`src/hw/cgp_pkg.sv`:
```
// constants, register map and field masks of the gpio port
// assumes one 200 MHz clock and a 32-bit axi4-lite register bus
//
// Summary of operation
// - each pad takes exactly one role
// - input pads read the sensed pad level
// - output pads drive and read back value
// - alternative function owns direction and level
// - input pads raise interrupts on chosen edges
// - only pads one, four, five, eight wake
// - outputs except i2c pads drive both levels actively
// - shared pads default to their other function
// - primary pads one to ten select i2c
package cgp_pkg;

  // -------------------------------------------------------------
  // pad population
  // -------------------------------------------------------------
  localparam int CGP_NUM_PADS  = 28;           // ten primary, 18 shared
  localparam int CGP_ZERO_BITS = 32 - CGP_NUM_PADS;  // read-back fill

  // pads that may wake the module: one, four, five and eight
  localparam logic [CGP_NUM_PADS-1:0] CGP_WAKE_CAPABLE = 28'h0000099;
  // primary pads one to ten may be handed to the i2c function
  localparam logic [CGP_NUM_PADS-1:0] CGP_I2C_CAPABLE  = 28'h00003ff;

  // -------------------------------------------------------------
  // register byte offsets
  // -------------------------------------------------------------
  localparam logic [7:0] CGP_OFS_DIR       = 8'h00; // 1 = output
  localparam logic [7:0] CGP_OFS_ALT_SEL   = 8'h04; // 1 = alt function
  localparam logic [7:0] CGP_OFS_I2C_SEL   = 8'h08; // 1 = i2c function
  localparam logic [7:0] CGP_OFS_OUT_VAL   = 8'h0c; // driven level
  localparam logic [7:0] CGP_OFS_IN_VAL    = 8'h10; // sensed level, ro
  localparam logic [7:0] CGP_OFS_RISE_EN   = 8'h14; // irq on rising
  localparam logic [7:0] CGP_OFS_FALL_EN   = 8'h18; // irq on falling
  localparam logic [7:0] CGP_OFS_IRQ_STAT  = 8'h1c; // sticky, read clears
  localparam logic [7:0] CGP_OFS_IRQ_MASK  = 8'h20; // 1 = enabled
  localparam logic [7:0] CGP_OFS_WAKE_EN   = 8'h24; // wake enables
  localparam logic [7:0] CGP_OFS_WAKE_STAT = 8'h28; // sticky, read clears

  // -------------------------------------------------------------
  // values after reset
  // -------------------------------------------------------------
  localparam logic [CGP_NUM_PADS-1:0] CGP_RST_ZERO    = 28'h0000000;
  // shared pads start on their initial interface
  localparam logic [CGP_NUM_PADS-1:0] CGP_RST_ALT_SEL = 28'hffffc00;

  // -------------------------------------------------------------
  // bus answers
  // -------------------------------------------------------------
  localparam logic [1:0] CGP_RESP_OKAY   = 2'h0;
  localparam logic [1:0] CGP_RESP_SLVERR = 2'h2;

endpackage

```
`src/hw/cgp_top.sv`:
```
// configurable gpio port with an axi4-lite register slave
// assumes pads and internal functions are synchronous-free levels
// and one clock aclk at 200 MHz with a synchronous reset
`timescale 1ns/10ps
`default_nettype none
module cgp_top
  import cgp_pkg::*;
(
  input  wire logic                    aclk,
  input  wire logic                    aresetn,
  // axi4-lite write address
  input  wire logic                    s_axi_awvalid,
  output var  logic                    s_axi_awready,
  input  wire logic [7:0]              s_axi_awaddr,
  input  wire logic [2:0]              s_axi_awprot,
  // axi4-lite write data
  input  wire logic                    s_axi_wvalid,
  output var  logic                    s_axi_wready,
  input  wire logic [31:0]             s_axi_wdata,
  input  wire logic [3:0]              s_axi_wstrb,
  // axi4-lite write response
  output var  logic                    s_axi_bvalid,
  input  wire logic                    s_axi_bready,
  output var  logic [1:0]              s_axi_bresp,
  // axi4-lite read address
  input  wire logic                    s_axi_arvalid,
  output var  logic                    s_axi_arready,
  input  wire logic [7:0]              s_axi_araddr,
  input  wire logic [2:0]              s_axi_arprot,
  // axi4-lite read data
  output var  logic                    s_axi_rvalid,
  input  wire logic                    s_axi_rready,
  output var  logic [31:0]             s_axi_rdata,
  output var  logic [1:0]              s_axi_rresp,
  // pad side
  input  wire logic [CGP_NUM_PADS-1:0] pad_in,
  output var  logic [CGP_NUM_PADS-1:0] pad_out,
  output var  logic [CGP_NUM_PADS-1:0] pad_oe,
  // internal alternative functions
  input  wire logic [CGP_NUM_PADS-1:0] alt_out,
  input  wire logic [CGP_NUM_PADS-1:0] alt_oe,
  input  wire logic [CGP_NUM_PADS-1:0] i2c_drive_low,
  output var  logic [CGP_NUM_PADS-1:0] alt_in,
  // events
  output var  logic                    irq,
  output var  logic                    wake_req
);

  // -------------------------------------------------------------
  // declarations
  // -------------------------------------------------------------
  localparam int N = CGP_NUM_PADS;

  // bus holding registers
  logic              aw_held_ff;   // write address captured
  logic [7:0]        awaddr_ff;    // captured write address
  logic              w_held_ff;    // write data captured
  logic [31:0]       wdata_ff;     // captured write data
  logic [3:0]        wstrb_ff;     // captured byte strobes
  logic              awready_ff;   // address channel ready
  logic              wready_ff;    // data channel ready
  logic              bvalid_ff;    // write response pending
  logic [1:0]        bresp_ff;     // write response code
  logic              arready_ff;   // read address ready
  logic              rvalid_ff;    // read data pending
  logic [31:0]       rdata_ff;     // read data
  logic [1:0]        rresp_ff;     // read response code

  // software registers
  logic [N-1:0]      dir_ff;       // 1 = output
  logic [N-1:0]      alt_sel_ff;   // 1 = alternative function
  logic [N-1:0]      i2c_sel_ff;   // 1 = i2c function
  logic [N-1:0]      out_val_ff;   // level to drive
  logic [N-1:0]      rise_en_ff;   // rising edge irq enable
  logic [N-1:0]      fall_en_ff;   // falling edge irq enable
  logic [N-1:0]      irq_stat_ff;  // sticky irq status
  logic [N-1:0]      irq_mask_ff;  // irq enables
  logic [N-1:0]      wake_en_ff;   // wake enables
  logic [N-1:0]      wake_stat_ff; // sticky wake status

  // pad and output registers
  logic [N-1:0]      pad_out_ff;   // pad level
  logic [N-1:0]      pad_oe_ff;    // pad drive enable
  logic [N-1:0]      alt_in_ff;    // level to internal functions
  logic              irq_ff;       // interrupt level
  logic              wake_ff;      // wake request level

  // pad-side wires
  logic [N-1:0]      pad_sync;     // synchronised pad level
  logic [N-1:0]      pad_rise;     // one-cycle rising pulse
  logic [N-1:0]      pad_fall;     // one-cycle falling pulse
  logic [N-1:0]      role_i2c;     // pad owned by i2c
  logic [N-1:0]      role_alt;     // pad owned by alt function
  logic [N-1:0]      role_out;     // pad is a gpio output
  logic [N-1:0]      role_in;      // pad is a gpio input
  logic [N-1:0]      nxt_pad_out;  // next pad level
  logic [N-1:0]      nxt_pad_oe;   // next pad enable
  logic [N-1:0]      irq_event;    // interrupt event per pad
  logic [N-1:0]      wake_event;   // wake event per pad
  logic [N-1:0]      nxt_irq_stat; // next irq status
  logic [N-1:0]      nxt_wake_stat;// next wake status

  // -------------------------------------------------------------
  // byte-lane merge of a register write
  // -------------------------------------------------------------
  function automatic logic [N-1:0] merge_wr
  (
    input logic [N-1:0] old_val,
    input logic [31:0]  data,
    input logic [3:0]   strb
  );
    logic [31:0] lane_mask;
    logic [31:0] result;
    begin
      lane_mask = {{8{strb[3]}}, {8{strb[2]}}, {8{strb[1]}}, {8{strb[0]}}};
      result    = ({{CGP_ZERO_BITS{1'b0}}, old_val} & ~lane_mask)
                | (data & lane_mask);
      merge_wr  = result[N-1:0];
    end
  endfunction

  // -------------------------------------------------------------
  // write channel control
  // -------------------------------------------------------------
  wire aw_take   = s_axi_awvalid && awready_ff;
  wire w_take    = s_axi_wvalid && wready_ff;
  wire do_write  = aw_held_ff && w_held_ff && !bvalid_ff;
  wire b_done    = bvalid_ff && s_axi_bready;
  wire nxt_aw_hd = aw_take ? 1'b1 : (do_write ? 1'b0 : aw_held_ff);
  wire nxt_w_hd  = w_take ? 1'b1 : (do_write ? 1'b0 : w_held_ff);

  // write address decode
  wire wr_dir   = do_write && (awaddr_ff == CGP_OFS_DIR);
  wire wr_alt   = do_write && (awaddr_ff == CGP_OFS_ALT_SEL);
  wire wr_i2c   = do_write && (awaddr_ff == CGP_OFS_I2C_SEL);
  wire wr_oval  = do_write && (awaddr_ff == CGP_OFS_OUT_VAL);
  wire wr_rise  = do_write && (awaddr_ff == CGP_OFS_RISE_EN);
  wire wr_fall  = do_write && (awaddr_ff == CGP_OFS_FALL_EN);
  wire wr_mask  = do_write && (awaddr_ff == CGP_OFS_IRQ_MASK);
  wire wr_wake  = do_write && (awaddr_ff == CGP_OFS_WAKE_EN);
  // read-only and read-clear registers ignore writes but answer okay
  wire wr_ro    = (awaddr_ff == CGP_OFS_IN_VAL)
               || (awaddr_ff == CGP_OFS_IRQ_STAT)
               || (awaddr_ff == CGP_OFS_WAKE_STAT);
  wire wr_hit   = wr_dir || wr_alt || wr_i2c || wr_oval || wr_rise
               || wr_fall || wr_mask || wr_wake || (do_write && wr_ro);

  // capture address and data in either order
  always_ff @(posedge aclk)
  begin
    if (!aresetn)
    begin
      aw_held_ff <= 1'b0;
      w_held_ff  <= 1'b0;
      awready_ff <= 1'b1;
      wready_ff  <= 1'b1;
      awaddr_ff  <= 8'h00;
      wdata_ff   <= 32'h00000000;
      wstrb_ff   <= 4'h0;
    end
    else
    begin
      aw_held_ff <= nxt_aw_hd;
      w_held_ff  <= nxt_w_hd;
      awready_ff <= !nxt_aw_hd;
      wready_ff  <= !nxt_w_hd;
      if (aw_take)
        awaddr_ff <= {s_axi_awaddr[7:2], 2'h0};
      if (w_take)
      begin
        wdata_ff <= s_axi_wdata;
        wstrb_ff <= s_axi_wstrb;
      end
    end
  end

  // write response, slverr for an unmapped offset
  always_ff @(posedge aclk)
  begin
    if (!aresetn)
    begin
      bvalid_ff <= 1'b0;
      bresp_ff  <= CGP_RESP_OKAY;
    end
    else if (do_write)
    begin
      bvalid_ff <= 1'b1;
      bresp_ff  <= wr_hit ? CGP_RESP_OKAY : CGP_RESP_SLVERR;
    end
    else if (b_done)
      bvalid_ff <= 1'b0;
  end

  // -------------------------------------------------------------
  // software registers
  // -------------------------------------------------------------
  // shared pads reset to their interface
  always_ff @(posedge aclk)
  begin
    if (!aresetn)
    begin
      dir_ff      <= CGP_RST_ZERO;
      alt_sel_ff  <= CGP_RST_ALT_SEL;
      i2c_sel_ff  <= CGP_RST_ZERO;
      out_val_ff  <= CGP_RST_ZERO;
      rise_en_ff  <= CGP_RST_ZERO;
      fall_en_ff  <= CGP_RST_ZERO;
      irq_mask_ff <= CGP_RST_ZERO;
      wake_en_ff  <= CGP_RST_ZERO;
    end
    else
    begin
      if (wr_dir)
        dir_ff <= merge_wr(dir_ff, wdata_ff, wstrb_ff);
      if (wr_alt)
        alt_sel_ff <= merge_wr(alt_sel_ff, wdata_ff, wstrb_ff);
      if (wr_i2c)
        i2c_sel_ff <= merge_wr(i2c_sel_ff, wdata_ff, wstrb_ff)
                    & CGP_I2C_CAPABLE;
      if (wr_oval)
        out_val_ff <= merge_wr(out_val_ff, wdata_ff, wstrb_ff);
      if (wr_rise)
        rise_en_ff <= merge_wr(rise_en_ff, wdata_ff, wstrb_ff);
      if (wr_fall)
        fall_en_ff <= merge_wr(fall_en_ff, wdata_ff, wstrb_ff);
      if (wr_mask)
        irq_mask_ff <= merge_wr(irq_mask_ff, wdata_ff, wstrb_ff);
      // wake enables stick on capable pads
      if (wr_wake)
        wake_en_ff <= merge_wr(wake_en_ff, wdata_ff, wstrb_ff)
                    & CGP_WAKE_CAPABLE;
    end
  end

  // -------------------------------------------------------------
  // read channel
  // -------------------------------------------------------------
  wire       ar_take  = s_axi_arvalid && arready_ff;
  wire [7:0] rd_addr  = {s_axi_araddr[7:2], 2'h0};
  wire       nxt_rv   = ar_take ? 1'b1
                      : ((rvalid_ff && s_axi_rready) ? 1'b0 : rvalid_ff);

  // read address decode
  wire rd_dir   = (rd_addr == CGP_OFS_DIR);
  wire rd_alt   = (rd_addr == CGP_OFS_ALT_SEL);
  wire rd_i2c   = (rd_addr == CGP_OFS_I2C_SEL);
  wire rd_oval  = (rd_addr == CGP_OFS_OUT_VAL);
  wire rd_ival  = (rd_addr == CGP_OFS_IN_VAL);
  wire rd_rise  = (rd_addr == CGP_OFS_RISE_EN);
  wire rd_fall  = (rd_addr == CGP_OFS_FALL_EN);
  wire rd_stat  = (rd_addr == CGP_OFS_IRQ_STAT);
  wire rd_mask  = (rd_addr == CGP_OFS_IRQ_MASK);
  wire rd_wen   = (rd_addr == CGP_OFS_WAKE_EN);
  wire rd_wstat = (rd_addr == CGP_OFS_WAKE_STAT);
  wire rd_hit   = rd_dir || rd_alt || rd_i2c || rd_oval || rd_ival
               || rd_rise || rd_fall || rd_stat || rd_mask || rd_wen
               || rd_wstat;

  // read data select, unmapped reads return zero
  // input value is the synchronised pad level
  // output value reads back what was set
  wire [N-1:0] rd_sel = rd_dir   ? dir_ff
                      : rd_alt   ? alt_sel_ff
                      : rd_i2c   ? i2c_sel_ff
                      : rd_oval  ? out_val_ff
                      : rd_ival  ? pad_sync
                      : rd_rise  ? rise_en_ff
                      : rd_fall  ? fall_en_ff
                      : rd_stat  ? irq_stat_ff
                      : rd_mask  ? irq_mask_ff
                      : rd_wen   ? wake_en_ff
                      : rd_wstat ? wake_stat_ff
                      : CGP_RST_ZERO;

  // read clear strobes
  wire clr_irq  = ar_take && rd_stat;
  wire clr_wake = ar_take && rd_wstat;

  // latch read data on the address handshake
  always_ff @(posedge aclk)
  begin
    if (!aresetn)
    begin
      arready_ff <= 1'b1;
      rvalid_ff  <= 1'b0;
      rdata_ff   <= 32'h00000000;
      rresp_ff   <= CGP_RESP_OKAY;
    end
    else
    begin
      arready_ff <= !nxt_rv;
      rvalid_ff  <= nxt_rv;
      if (ar_take)
      begin
        rdata_ff <= {{CGP_ZERO_BITS{1'b0}}, rd_sel};
        rresp_ff <= rd_hit ? CGP_RESP_OKAY : CGP_RESP_SLVERR;
      end
    end
  end

  // -------------------------------------------------------------
  // pad input conditioning
  // -------------------------------------------------------------
  // two flops before any use
  cgp_sync #(
    .WIDTH    (N)
  ) u_sync (
    .aclk     (aclk),
    .aresetn  (aresetn),
    .async_in (pad_in),
    .sync_out (pad_sync)
  );

  // edge pulses from the synchronised level
  cgp_edge #(
    .WIDTH    (N)
  ) u_edge (
    .aclk     (aclk),
    .aresetn  (aresetn),
    .level_in (pad_sync),
    .rise_out (pad_rise),
    .fall_out (pad_fall)
  );

  // -------------------------------------------------------------
  // per-pad role and drive
  // -------------------------------------------------------------
  genvar gi;
  generate
    for (gi = 0; gi < N; gi++)
    begin : g_pad
      assign role_i2c[gi] = i2c_sel_ff[gi] && CGP_I2C_CAPABLE[gi];
      assign role_alt[gi] = alt_sel_ff[gi] && !role_i2c[gi];
      assign role_out[gi] = dir_ff[gi] && !alt_sel_ff[gi] && !role_i2c[gi];
      assign role_in[gi]  = !role_i2c[gi] && !role_alt[gi] && !role_out[gi];
      assign nxt_pad_out[gi] = role_alt[gi] ? alt_out[gi]
                             : role_out[gi] ? out_val_ff[gi]
                             : 1'b0;
      assign nxt_pad_oe[gi]  = role_i2c[gi] ? i2c_drive_low[gi]
                             : role_alt[gi] ? alt_oe[gi]
                             : role_out[gi];
      assign irq_event[gi]  = role_in[gi]
                           && ((pad_rise[gi] && rise_en_ff[gi])
                           ||  (pad_fall[gi] && fall_en_ff[gi]));
      assign wake_event[gi] = role_in[gi] && wake_en_ff[gi]
                           && CGP_WAKE_CAPABLE[gi]
                           && (pad_rise[gi] || pad_fall[gi]);
    end
  endgenerate

  // sticky status, a new event wins over the read clear
  assign nxt_irq_stat  = (irq_stat_ff & ~{N{clr_irq}}) | irq_event;
  assign nxt_wake_stat = (wake_stat_ff & ~{N{clr_wake}}) | wake_event;

  // pad, status and event registers
  always_ff @(posedge aclk)
  begin
    if (!aresetn)
    begin
      pad_out_ff   <= CGP_RST_ZERO;
      pad_oe_ff    <= CGP_RST_ZERO;
      alt_in_ff    <= CGP_RST_ZERO;
      irq_stat_ff  <= CGP_RST_ZERO;
      wake_stat_ff <= CGP_RST_ZERO;
      irq_ff       <= 1'b0;
      wake_ff      <= 1'b0;
    end
    else
    begin
      pad_out_ff   <= nxt_pad_out;
      pad_oe_ff    <= nxt_pad_oe;
      alt_in_ff    <= pad_sync;
      irq_stat_ff  <= nxt_irq_stat;
      wake_stat_ff <= nxt_wake_stat;
      irq_ff       <= |(nxt_irq_stat & irq_mask_ff);
      wake_ff      <= |nxt_wake_stat;
    end
  end

  // -------------------------------------------------------------
  // output ports
  // -------------------------------------------------------------
  assign s_axi_awready = awready_ff;
  assign s_axi_wready  = wready_ff;
  assign s_axi_bvalid  = bvalid_ff;
  assign s_axi_bresp   = bresp_ff;
  assign s_axi_arready = arready_ff;
  assign s_axi_rvalid  = rvalid_ff;
  assign s_axi_rdata   = rdata_ff;
  assign s_axi_rresp   = rresp_ff;
  assign pad_out       = pad_out_ff;
  assign pad_oe        = pad_oe_ff;
  assign alt_in        = alt_in_ff;
  assign irq           = irq_ff;
  assign wake_req      = wake_ff;

endmodule
`default_nettype wire

```
`src/hw/cgp_sync.sv`:
```
// two-stage synchroniser for a vector of pad inputs
// assumes every bit is an independent level
`timescale 1ns/10ps
`default_nettype none
module cgp_sync
#(
  parameter int WIDTH = 8
)
(
  input  wire logic             aclk,
  input  wire logic             aresetn,
  input  wire logic [WIDTH-1:0] async_in,
  output var  logic [WIDTH-1:0] sync_out
);

  logic [WIDTH-1:0] meta_ff;   // first stage, read by second only

  // -------------------------------------------------------------
  // two flops in series
  // -------------------------------------------------------------
  always_ff @(posedge aclk)
  begin
    if (!aresetn)
    begin
      meta_ff  <= '0;
      sync_out <= '0;
    end
    else
    begin
      meta_ff  <= async_in;
      sync_out <= meta_ff;
    end
  end

endmodule
`default_nettype wire

```
`src/hw/cgp_edge.sv`:
```
// rising and falling edge pulses of synchronised levels
// assumes inputs already synchronous to aclk
`timescale 1ns/10ps
`default_nettype none
module cgp_edge
#(
  parameter int WIDTH = 8
)
(
  input  wire logic             aclk,
  input  wire logic             aresetn,
  input  wire logic [WIDTH-1:0] level_in,
  output var  logic [WIDTH-1:0] rise_out,
  output var  logic [WIDTH-1:0] fall_out
);

  logic [WIDTH-1:0] prev_ff;    // level one cycle ago
  logic             primed_ff;  // prev_ff holds a real sample

  // -------------------------------------------------------------
  // edge pulses, suppressed until the first sample is taken
  // -------------------------------------------------------------
  always_ff @(posedge aclk)
  begin
    if (!aresetn)
    begin
      prev_ff   <= '0;
      primed_ff <= 1'b0;
      rise_out  <= '0;
      fall_out  <= '0;
    end
    else
    begin
      prev_ff   <= level_in;
      primed_ff <= 1'b1;
      rise_out  <= primed_ff ? (level_in & ~prev_ff) : '0;
      fall_out  <= primed_ff ? (~level_in & prev_ff) : '0;
    end
  end

endmodule
`default_nettype wire

```
`config.mk`:
```
export PLATFORM = sky130hd
export DESIGN_NAME = cgp_top
export DESIGN_NICKNAME = d
export VERILOG_FILES = /design/src/hw/cgp_pkg.sv /design/src/hw/cgp_top.sv /design/src/hw/cgp_sync.sv /design/src/hw/cgp_edge.sv
export SDC_FILE = /design/constraint.sdc
export NUM_CORES = 1
export LEC_CHECK = 0
export ABC_AREA = 1
export BUFFER_PORTS_ARGS = -buffer_cell sky130_fd_sc_hd__buf_4
export CAP_MARGIN = 15
export CORE_UTILIZATION = 57
export CTS_BUF_LIST = sky130_fd_sc_hd__clkbuf_4 sky130_fd_sc_hd__clkbuf_8 sky130_fd_sc_hd__clkbuf_16
export CTS_CLUSTER_SIZE = 30
export DETAILED_ROUTE_END_ITERATION = 12
export PLACE_DENSITY = 0.8
export SLEW_MARGIN = 20
export SYNTH_ARGS = -nofsm -noshare
export SYNTH_HDL_FRONTEND = slang
export SYNTH_SLANG_ARGS = --single-unit
```
`constraint.sdc`:
```
create_clock -name aclk -period 2.1 [get_ports aclk]
set_input_delay 0.21 -clock aclk [delete_from_list [all_inputs] [get_ports aclk]]
set_output_delay 0.21 -clock aclk [all_outputs]
set_load 0.01 [all_outputs]
```
# Word-level counts from Yosys, hierarchy flattened
# Cells that the tools add are included.
dict set report totals {
  reg_bits 514
}
dict set report op_classes {
  eq_ne 20
  mux 116
  n_bitwise 29
  reduce_logical 334
}
# op count
set op_table {}
lappend op_table {{$and 28x28->28} 12}
lappend op_table {{$mux 28} 11}
lappend op_table {{$logic_and 1x1->1} 196}
lappend op_table {{$or 28x28->28} 7}
lappend op_table {{$not 28->28} 5}
lappend op_table {{$mux 1} 103}
lappend op_table {{$logic_not 1->1} 80}
lappend op_table {{$reduce_or 28->1} 2}
lappend op_table {{$logic_or 1x1->1} 52}
lappend op_table {{$eq 6x3->1 const B} 8}
lappend op_table {{$eq 6x4->1 const B} 6}
lappend op_table {{$or 28x8->28} 1}
lappend op_table {{$eq 6x2->1 const B} 4}
lappend op_table {{$logic_not 8->1} 2}
lappend op_table {{$eq 6x1->1 const B} 2}
lappend op_table {{$and 10x10->10} 1}
lappend op_table {{$or 10x10->10} 1}
lappend op_table {{$and 8x8->8} 1}
lappend op_table {{$or 8x8->8} 1}
lappend op_table {{$mux 2} 2}
lappend op_table {{$reduce_and 2->1} 1}
lappend op_table {{$reduce_bool 2->1} 1}

# Depth between registers and ports, before layout
dict set report logic_depth {
  depth_word 12
  depth_mapped 15
}

# Modules after synthesis
# A second synthesis with hierarchy kept.
dict set report unflattened {
  cells_unflattened 2840
  hier_area_um2 21127.8
}
# mod n_inst cells_per_inst area_each_um2 seq_area_each_um2
set by_module_without_submodules {}
lappend by_module_without_submodules {cgp_top 1 2347 16907.5 7987.7}
lappend by_module_without_submodules {cgp_edge 1 319 2621.3 1701.6}
lappend by_module_without_submodules {cgp_sync 1 174 1599.0 1121.1}

# Worst setup path after synthesis
# Ideal clock, no wire load.
dict set report synth_path {
  kind {reg-to-reg}
  start {reg bvalid_ff (netlist: s_axi_bvalid)}
  end {reg (tool-made name)}
  t_arrival_ns 1.487
  t_required_ns 1.962
  setup_slack_ns 0.475
  path_stages_with_launch 10
  period_less_slack_ns 1.625
  path_cell_list {dfxtp_1 -> nor2_1 -> nand2_1 -> inv_1 -> nand3_1 -> nor2_1 -> inv_2 -> nor2_2 -> buf_2 -> o211ai_1}
}
# element line
set synth_rtl {}
lappend synth_rtl {{from (decl)} cgp_top.sv:62} ;# logic bvalid_ff;
lappend synth_rtl {{from (signal assigned)} cgp_top.sv:182} ;# bvalid_ff <= 1'b0;
lappend synth_rtl {{from (signal assigned)} cgp_top.sv:187} ;# bvalid_ff <= 1'b1;
lappend synth_rtl {{from (signal assigned)} cgp_top.sv:191} ;# bvalid_ff <= 1'b0;

==> results.rst <==
.. list-table::
   :header-rows: 1

   * - Metric
     - Value
   * - Outcome
     - complete, no violations
   * - Worst-path fanout max
     - 16
   * - Startpoint of the lowest-slack hold path
     - alt_oe[6]
   * - Detail-routed net length per standard cell
     - 18.0 µm
   * - Wire length of the first global-routing pass
     - 96.1 mm
   * - Data arrival time of the critical path
     - 2.38 ns
   * - Die boundary width
     - 188 µm
   * - Maximum vdd ir drop
     - 635 µV
   * - Port Buf Inserts
     - 265
   * - Worst hold-check slack
     - 0.00564 ns
   * - Post-synthesis sequential element count
     - 512
   * - Worst flop-to-flop path startpoint
     - awaddr_ff[5]$_SDFFE_PN0P_
   * - Effective utilization at floorplan
     - 0.584
   * - Iter 0 DRT Violations
     - 1,925
   * - Final Non-Filler Cells
     - 3,485
   * - List of most frequent post-synthesis cells
     - sky130_fd_sc_hd__dfxtp_1 (512), sky130_fd_sc_hd__nand2_1 (447), sky130_fd_sc_hd__inv_1 (362), sky130_fd_sc_hd__a21oi_1 (323), sky130_fd_sc_hd__o21ai_0 (303)
   * - Share of synthesized area occupied by flip-flops and latches
     - 0.520
   * - Die Y-Extent
     - 188 µm
   * - Proportion of synthesized area in mux cells
     - 0
   * - Full die area
     - 35,300 µm²
   * - Sum Neg Setup Slack
     - 0 ns
   * - Antenna violations before repair
     - 4
   * - Transition time at the pin with the least slew margin
     - 0.636 ns
   * - Clock tree from TritonCTS
     - yes
   * - Max-slew headroom at the worst pin
     - 0.571
   * - Compound-gate portion of the synthesized area
     - 0.199
   * - Largest family of logic cells by synthesized area
     - compound AO/OA/AOI/OAI gates
   * - Clk pin slew, worst setup/hold paths
     - 0.06 ns
   * - Vias in the first global route
     - 18,624
   * - Max-cap violation count
     - 0
   * - Number of sinks on the clock net
     - 512
   * - Netlist cell types
     - 35
   * - Fin. max-slew vios
     - 0
   * - Final-stage net count
     - 3,173
   * - Worst-case clock skew
     - 0.0142 ns
   * - Setup repair after global routing missed its margin
     - no
   * - Post-synthesis instance total
     - 2,595
   * - Worst Hold Class
     - in -> reg
   * - Asr flop ratio synth
     - 0
   * - Setup slack on the worst flop-to-flop path
     - 0.15 ns
   * - Detailed-placement wirelength estimate
     - 41.2 mm
   * - Crit end category
     - register
   * - Final setup violating endpoints
     - 0
   * - Gr ovfl total
     - 0
   * - Area post-placement
     - 22,600 µm²
   * - Maximum level of the CTS H-tree
     - 2
   * - Top_reg_cell synth
     - sky130_fd_sc_hd__dfxtp_1
   * - Placeable core area
     - 33,800 µm²
   * - Share of post-route cells with drive strength above 1
     - 0.159
   * - Adder and majority cell fraction of the synthesized area
     - 0
   * - Longest individual stage delay on the worst path
     - 0.47 ns
   * - Count of nets left with antenna violations after detail routing
     - 0
   * - Highest clock frequency the design can meet
     - 513 MHz
   * - Total clock buffers created by CTS
     - 50
   * - Placed insts
     - 3,274
   * - Filler cell count
     - 2,383
   * - Cell with the most instances after synthesis
     - sky130_fd_sc_hd__dfxtp_1
   * - Crit Path Category
     - reg -> reg
   * - Post-synthesis cell type with the largest combined area
     - sky130_fd_sc_hd__dfxtp_1
   * - Power density over the cells
     - 805 nW/µm²
   * - Vias/cell
     - 5.57
   * - Crit path max-delay cell type
     - sky130_fd_sc_hd__or3_1
   * - Synthesized area per cell
     - 7.60 µm²
   * - Post-synth EDFFs
     - 0
   * - Pin count of the biggest net entering global routing
     - 119
   * - Area fraction of the dominant cell type after synthesis
     - 0.520
   * - End point of the most critical hold path
     - pad_oe[6]$_SDFF_PN0_
   * - Leading post-synthesis cells by cell area
     - sky130_fd_sc_hd__dfxtp_1 (52%), sky130_fd_sc_hd__nand2_1 (8.5%), sky130_fd_sc_hd__a21oi_1 (8.2%)
   * - Clock buffer depth
     - 3
   * - Final hold violation count
     - 0
   * - Static Leak
     - 11.4 nW
   * - Clock tree root buffer cell
     - sky130_fd_sc_hd__clkbuf_16
   * - XOR/XNOR Fraction of Synth Area
     - 0
   * - Final standard cell area without fillers
     - 25,400 µm²
   * - Final wirelength
     - 62.6 mm
   * - Final cycle utilization of the critical path
     - 0.928
   * - CP required
     - 2.53 ns
   * - Synth-to-layout area growth
     - 28.9%
   * - Synthesized-area fraction occupied by and/or/nand/nor cells
     - 0.182
   * - Number of stages on the worst hold path
     - 5
   * - Via total after detailed routing
     - 19,411
   * - Num ports
     - 304
   * - Final RePlAce weighted congestion
     - 0.958
   * - Global router's overall resource usage
     - 0.343
   * - Final critical-path required period
     - 1.95 ns
   * - Number of placement rows
     - 67
   * - Cell-by-cell trace of the critical path
     - inv_1 -> nor2_1 -> nand2_1 -> or3_1 -> nor2_1 -> inv_1 -> o21ai_0 -> a21oi_1
   * - Launching element type of the critical path
     - register
   * - Netlist area before placement
     - 19,700 µm²
   * - Number of iterations in the first detailed-routing pass
     - 6
   * - Ys Warns
     - 0
   * - Clk Latency, worst-skew pair
     - 0.56 ns
   * - R2r worst-path depth
     - 8
   * - DRC violation count after routing
     - 0
[report_power, final]
| part | switching, W | internal, W | total, W |
|---|---|---|---|
| clock network | 0.00372 | 0.00526 | 0.00899 |
| registers | 0.000119 | 0.00993 | 0.0100 |
| logic | 0.000804 | 0.000617 | 0.00142 |
[metrics by stage]
stage	utilization	setup WS [ns]	power, W
floorplan	-	0.475	0.0108
global placement	0.668	0.218	0.0114
detailed placement	0.668	0.169	0.0115
CTS	0.752	0.124	0.0204
global route	0.752	0.0183	0.0210
finish	0.752	0.152	0.0205
[how the worst max path moves through the flow]
stage / endpoint / slack (ns) / cells past startpoint / startpoint
after detailed placement: register / 0.17 / 8 / awaddr_ff[7]$_SDFFE_PN0P_
after global placement: s_axi_rdata[11]$_SDFFE_PN0P_ / 0.22 / 13 / s_axi_araddr[4]
after CTS: register / 0.12 / 10 / awaddr_ff[7]$_SDFFE_PN0P_
after global routing: register / 0.02 / 8 / awaddr_ff[5]$_SDFFE_PN0P_
after floorplan: register / 0.48 / 9 / s_axi_bvalid$_SDFFE_PN0P_
final: register / 0.15 / 8 / awaddr_ff[5]$_SDFFE_PN0P_
[repair_timing]
item / 4_1_cts / 5_1_grt
hold buffers: 117 / 0
setup buffers: 0 / 1
gates resized for setup: 0 / 3
endpoints found under the hold margin: 112 / 0
endpoints found under the setup margin: 0 / 14
[placed cells by master (no fill, tap or decap), types with 2 or more instances in the layout]
cell                            netlist  final
sky130_fd_sc_hd__buf_4               14    332
sky130_fd_sc_hd__o211ai_1            26     26
sky130_fd_sc_hd__nor2_2               5      8
sky130_fd_sc_hd__inv_2               11     11
sky130_fd_sc_hd__clkbuf_4             0     11
sky130_fd_sc_hd__conb_1               1      6
sky130_fd_sc_hd__nand3_1             81     81
sky130_fd_sc_hd__clkinv_2             0     10
sky130_fd_sc_hd__o22ai_1             19     19
sky130_fd_sc_hd__a211oi_1            14     14
sky130_fd_sc_hd__o21ai_1             10     11
sky130_fd_sc_hd__diode_2              0      4
sky130_fd_sc_hd__bufinv_16            0      2
sky130_fd_sc_hd__clkbuf_8             0     13
sky130_fd_sc_hd__a41oi_1              6      6
sky130_fd_sc_hd__or2_0               17     17
sky130_fd_sc_hd__nand2_2             10     13
sky130_fd_sc_hd__clkinv_1             3      3
sky130_fd_sc_hd__nand4_1             19     19
sky130_fd_sc_hd__nor3_1              54     54
sky130_fd_sc_hd__o21bai_1             3      3
sky130_fd_sc_hd__dlygate4sd3_1        0    117
sky130_fd_sc_hd__nor2_1             208    205
sky130_fd_sc_hd__inv_1              362    361
sky130_fd_sc_hd__nor2_4               7      7
sky130_fd_sc_hd__nand2_1            447    444
sky130_fd_sc_hd__clkinvlp_4           0      2
sky130_fd_sc_hd__a22o_1              26     26
sky130_fd_sc_hd__buf_12               0     15
sky130_fd_sc_hd__dfxtp_1            512    512
sky130_fd_sc_hd__clkbuf_16            0     51
sky130_fd_sc_hd__o21ai_0            303    302
sky130_fd_sc_hd__a21oi_1            323    323
[worst max-delay path: cells and delay by family, from the launching register on]
kind,cells,cell delay (ns)
DFF,1,0.35
AOI/OAI and AO/OA,2,0.35
buffers and inverters,2,0.31
and+or+nand+nor,4,0.82
[cells by family after synthesis]
logic type	count (synthesis)
AO/OA/AOI/OAI	732
flip-flops	512
AND/OR/NAND/NOR	853
buffers and inverters	497
other	1
[per-layer routing]
metal / vias to the layer above / wire [µm] / share of wire / global-route usage
li1: 9192 / - / - / -
met2: 1036 / 28700 / 0.46 / 0.564
met5: - / 0 / 0 / 0
met3: 189 / 6020 / 0.096 / 0.0625
met1: 8994 / 25200 / 0.40 / 0.438
met4: 0 / 2710 / 0.043 / 0.158
[cell type report]
| cell class | instances | area (µm²) | area share |
|---|---|---|---|
| Sequential cell | 512 | 10200 | 0.403 |
| Multi-Input combinational cell | 1591 | 7550 | 0.297 |
| Timing Repair Buffer | 465 | 3980 | 0.156 |
| Clock buffer | 74 | 1520 | 0.0600 |
| Inverter | 376 | 1410 | 0.0556 |
| Tap cell | 448 | 561 | 0.0221 |
| Clock inverter | 15 | 138 | 0.00541 |
| Antenna cell | 4 | 10.0 | 0.000394 |
(Power assumes the default switching activity.)
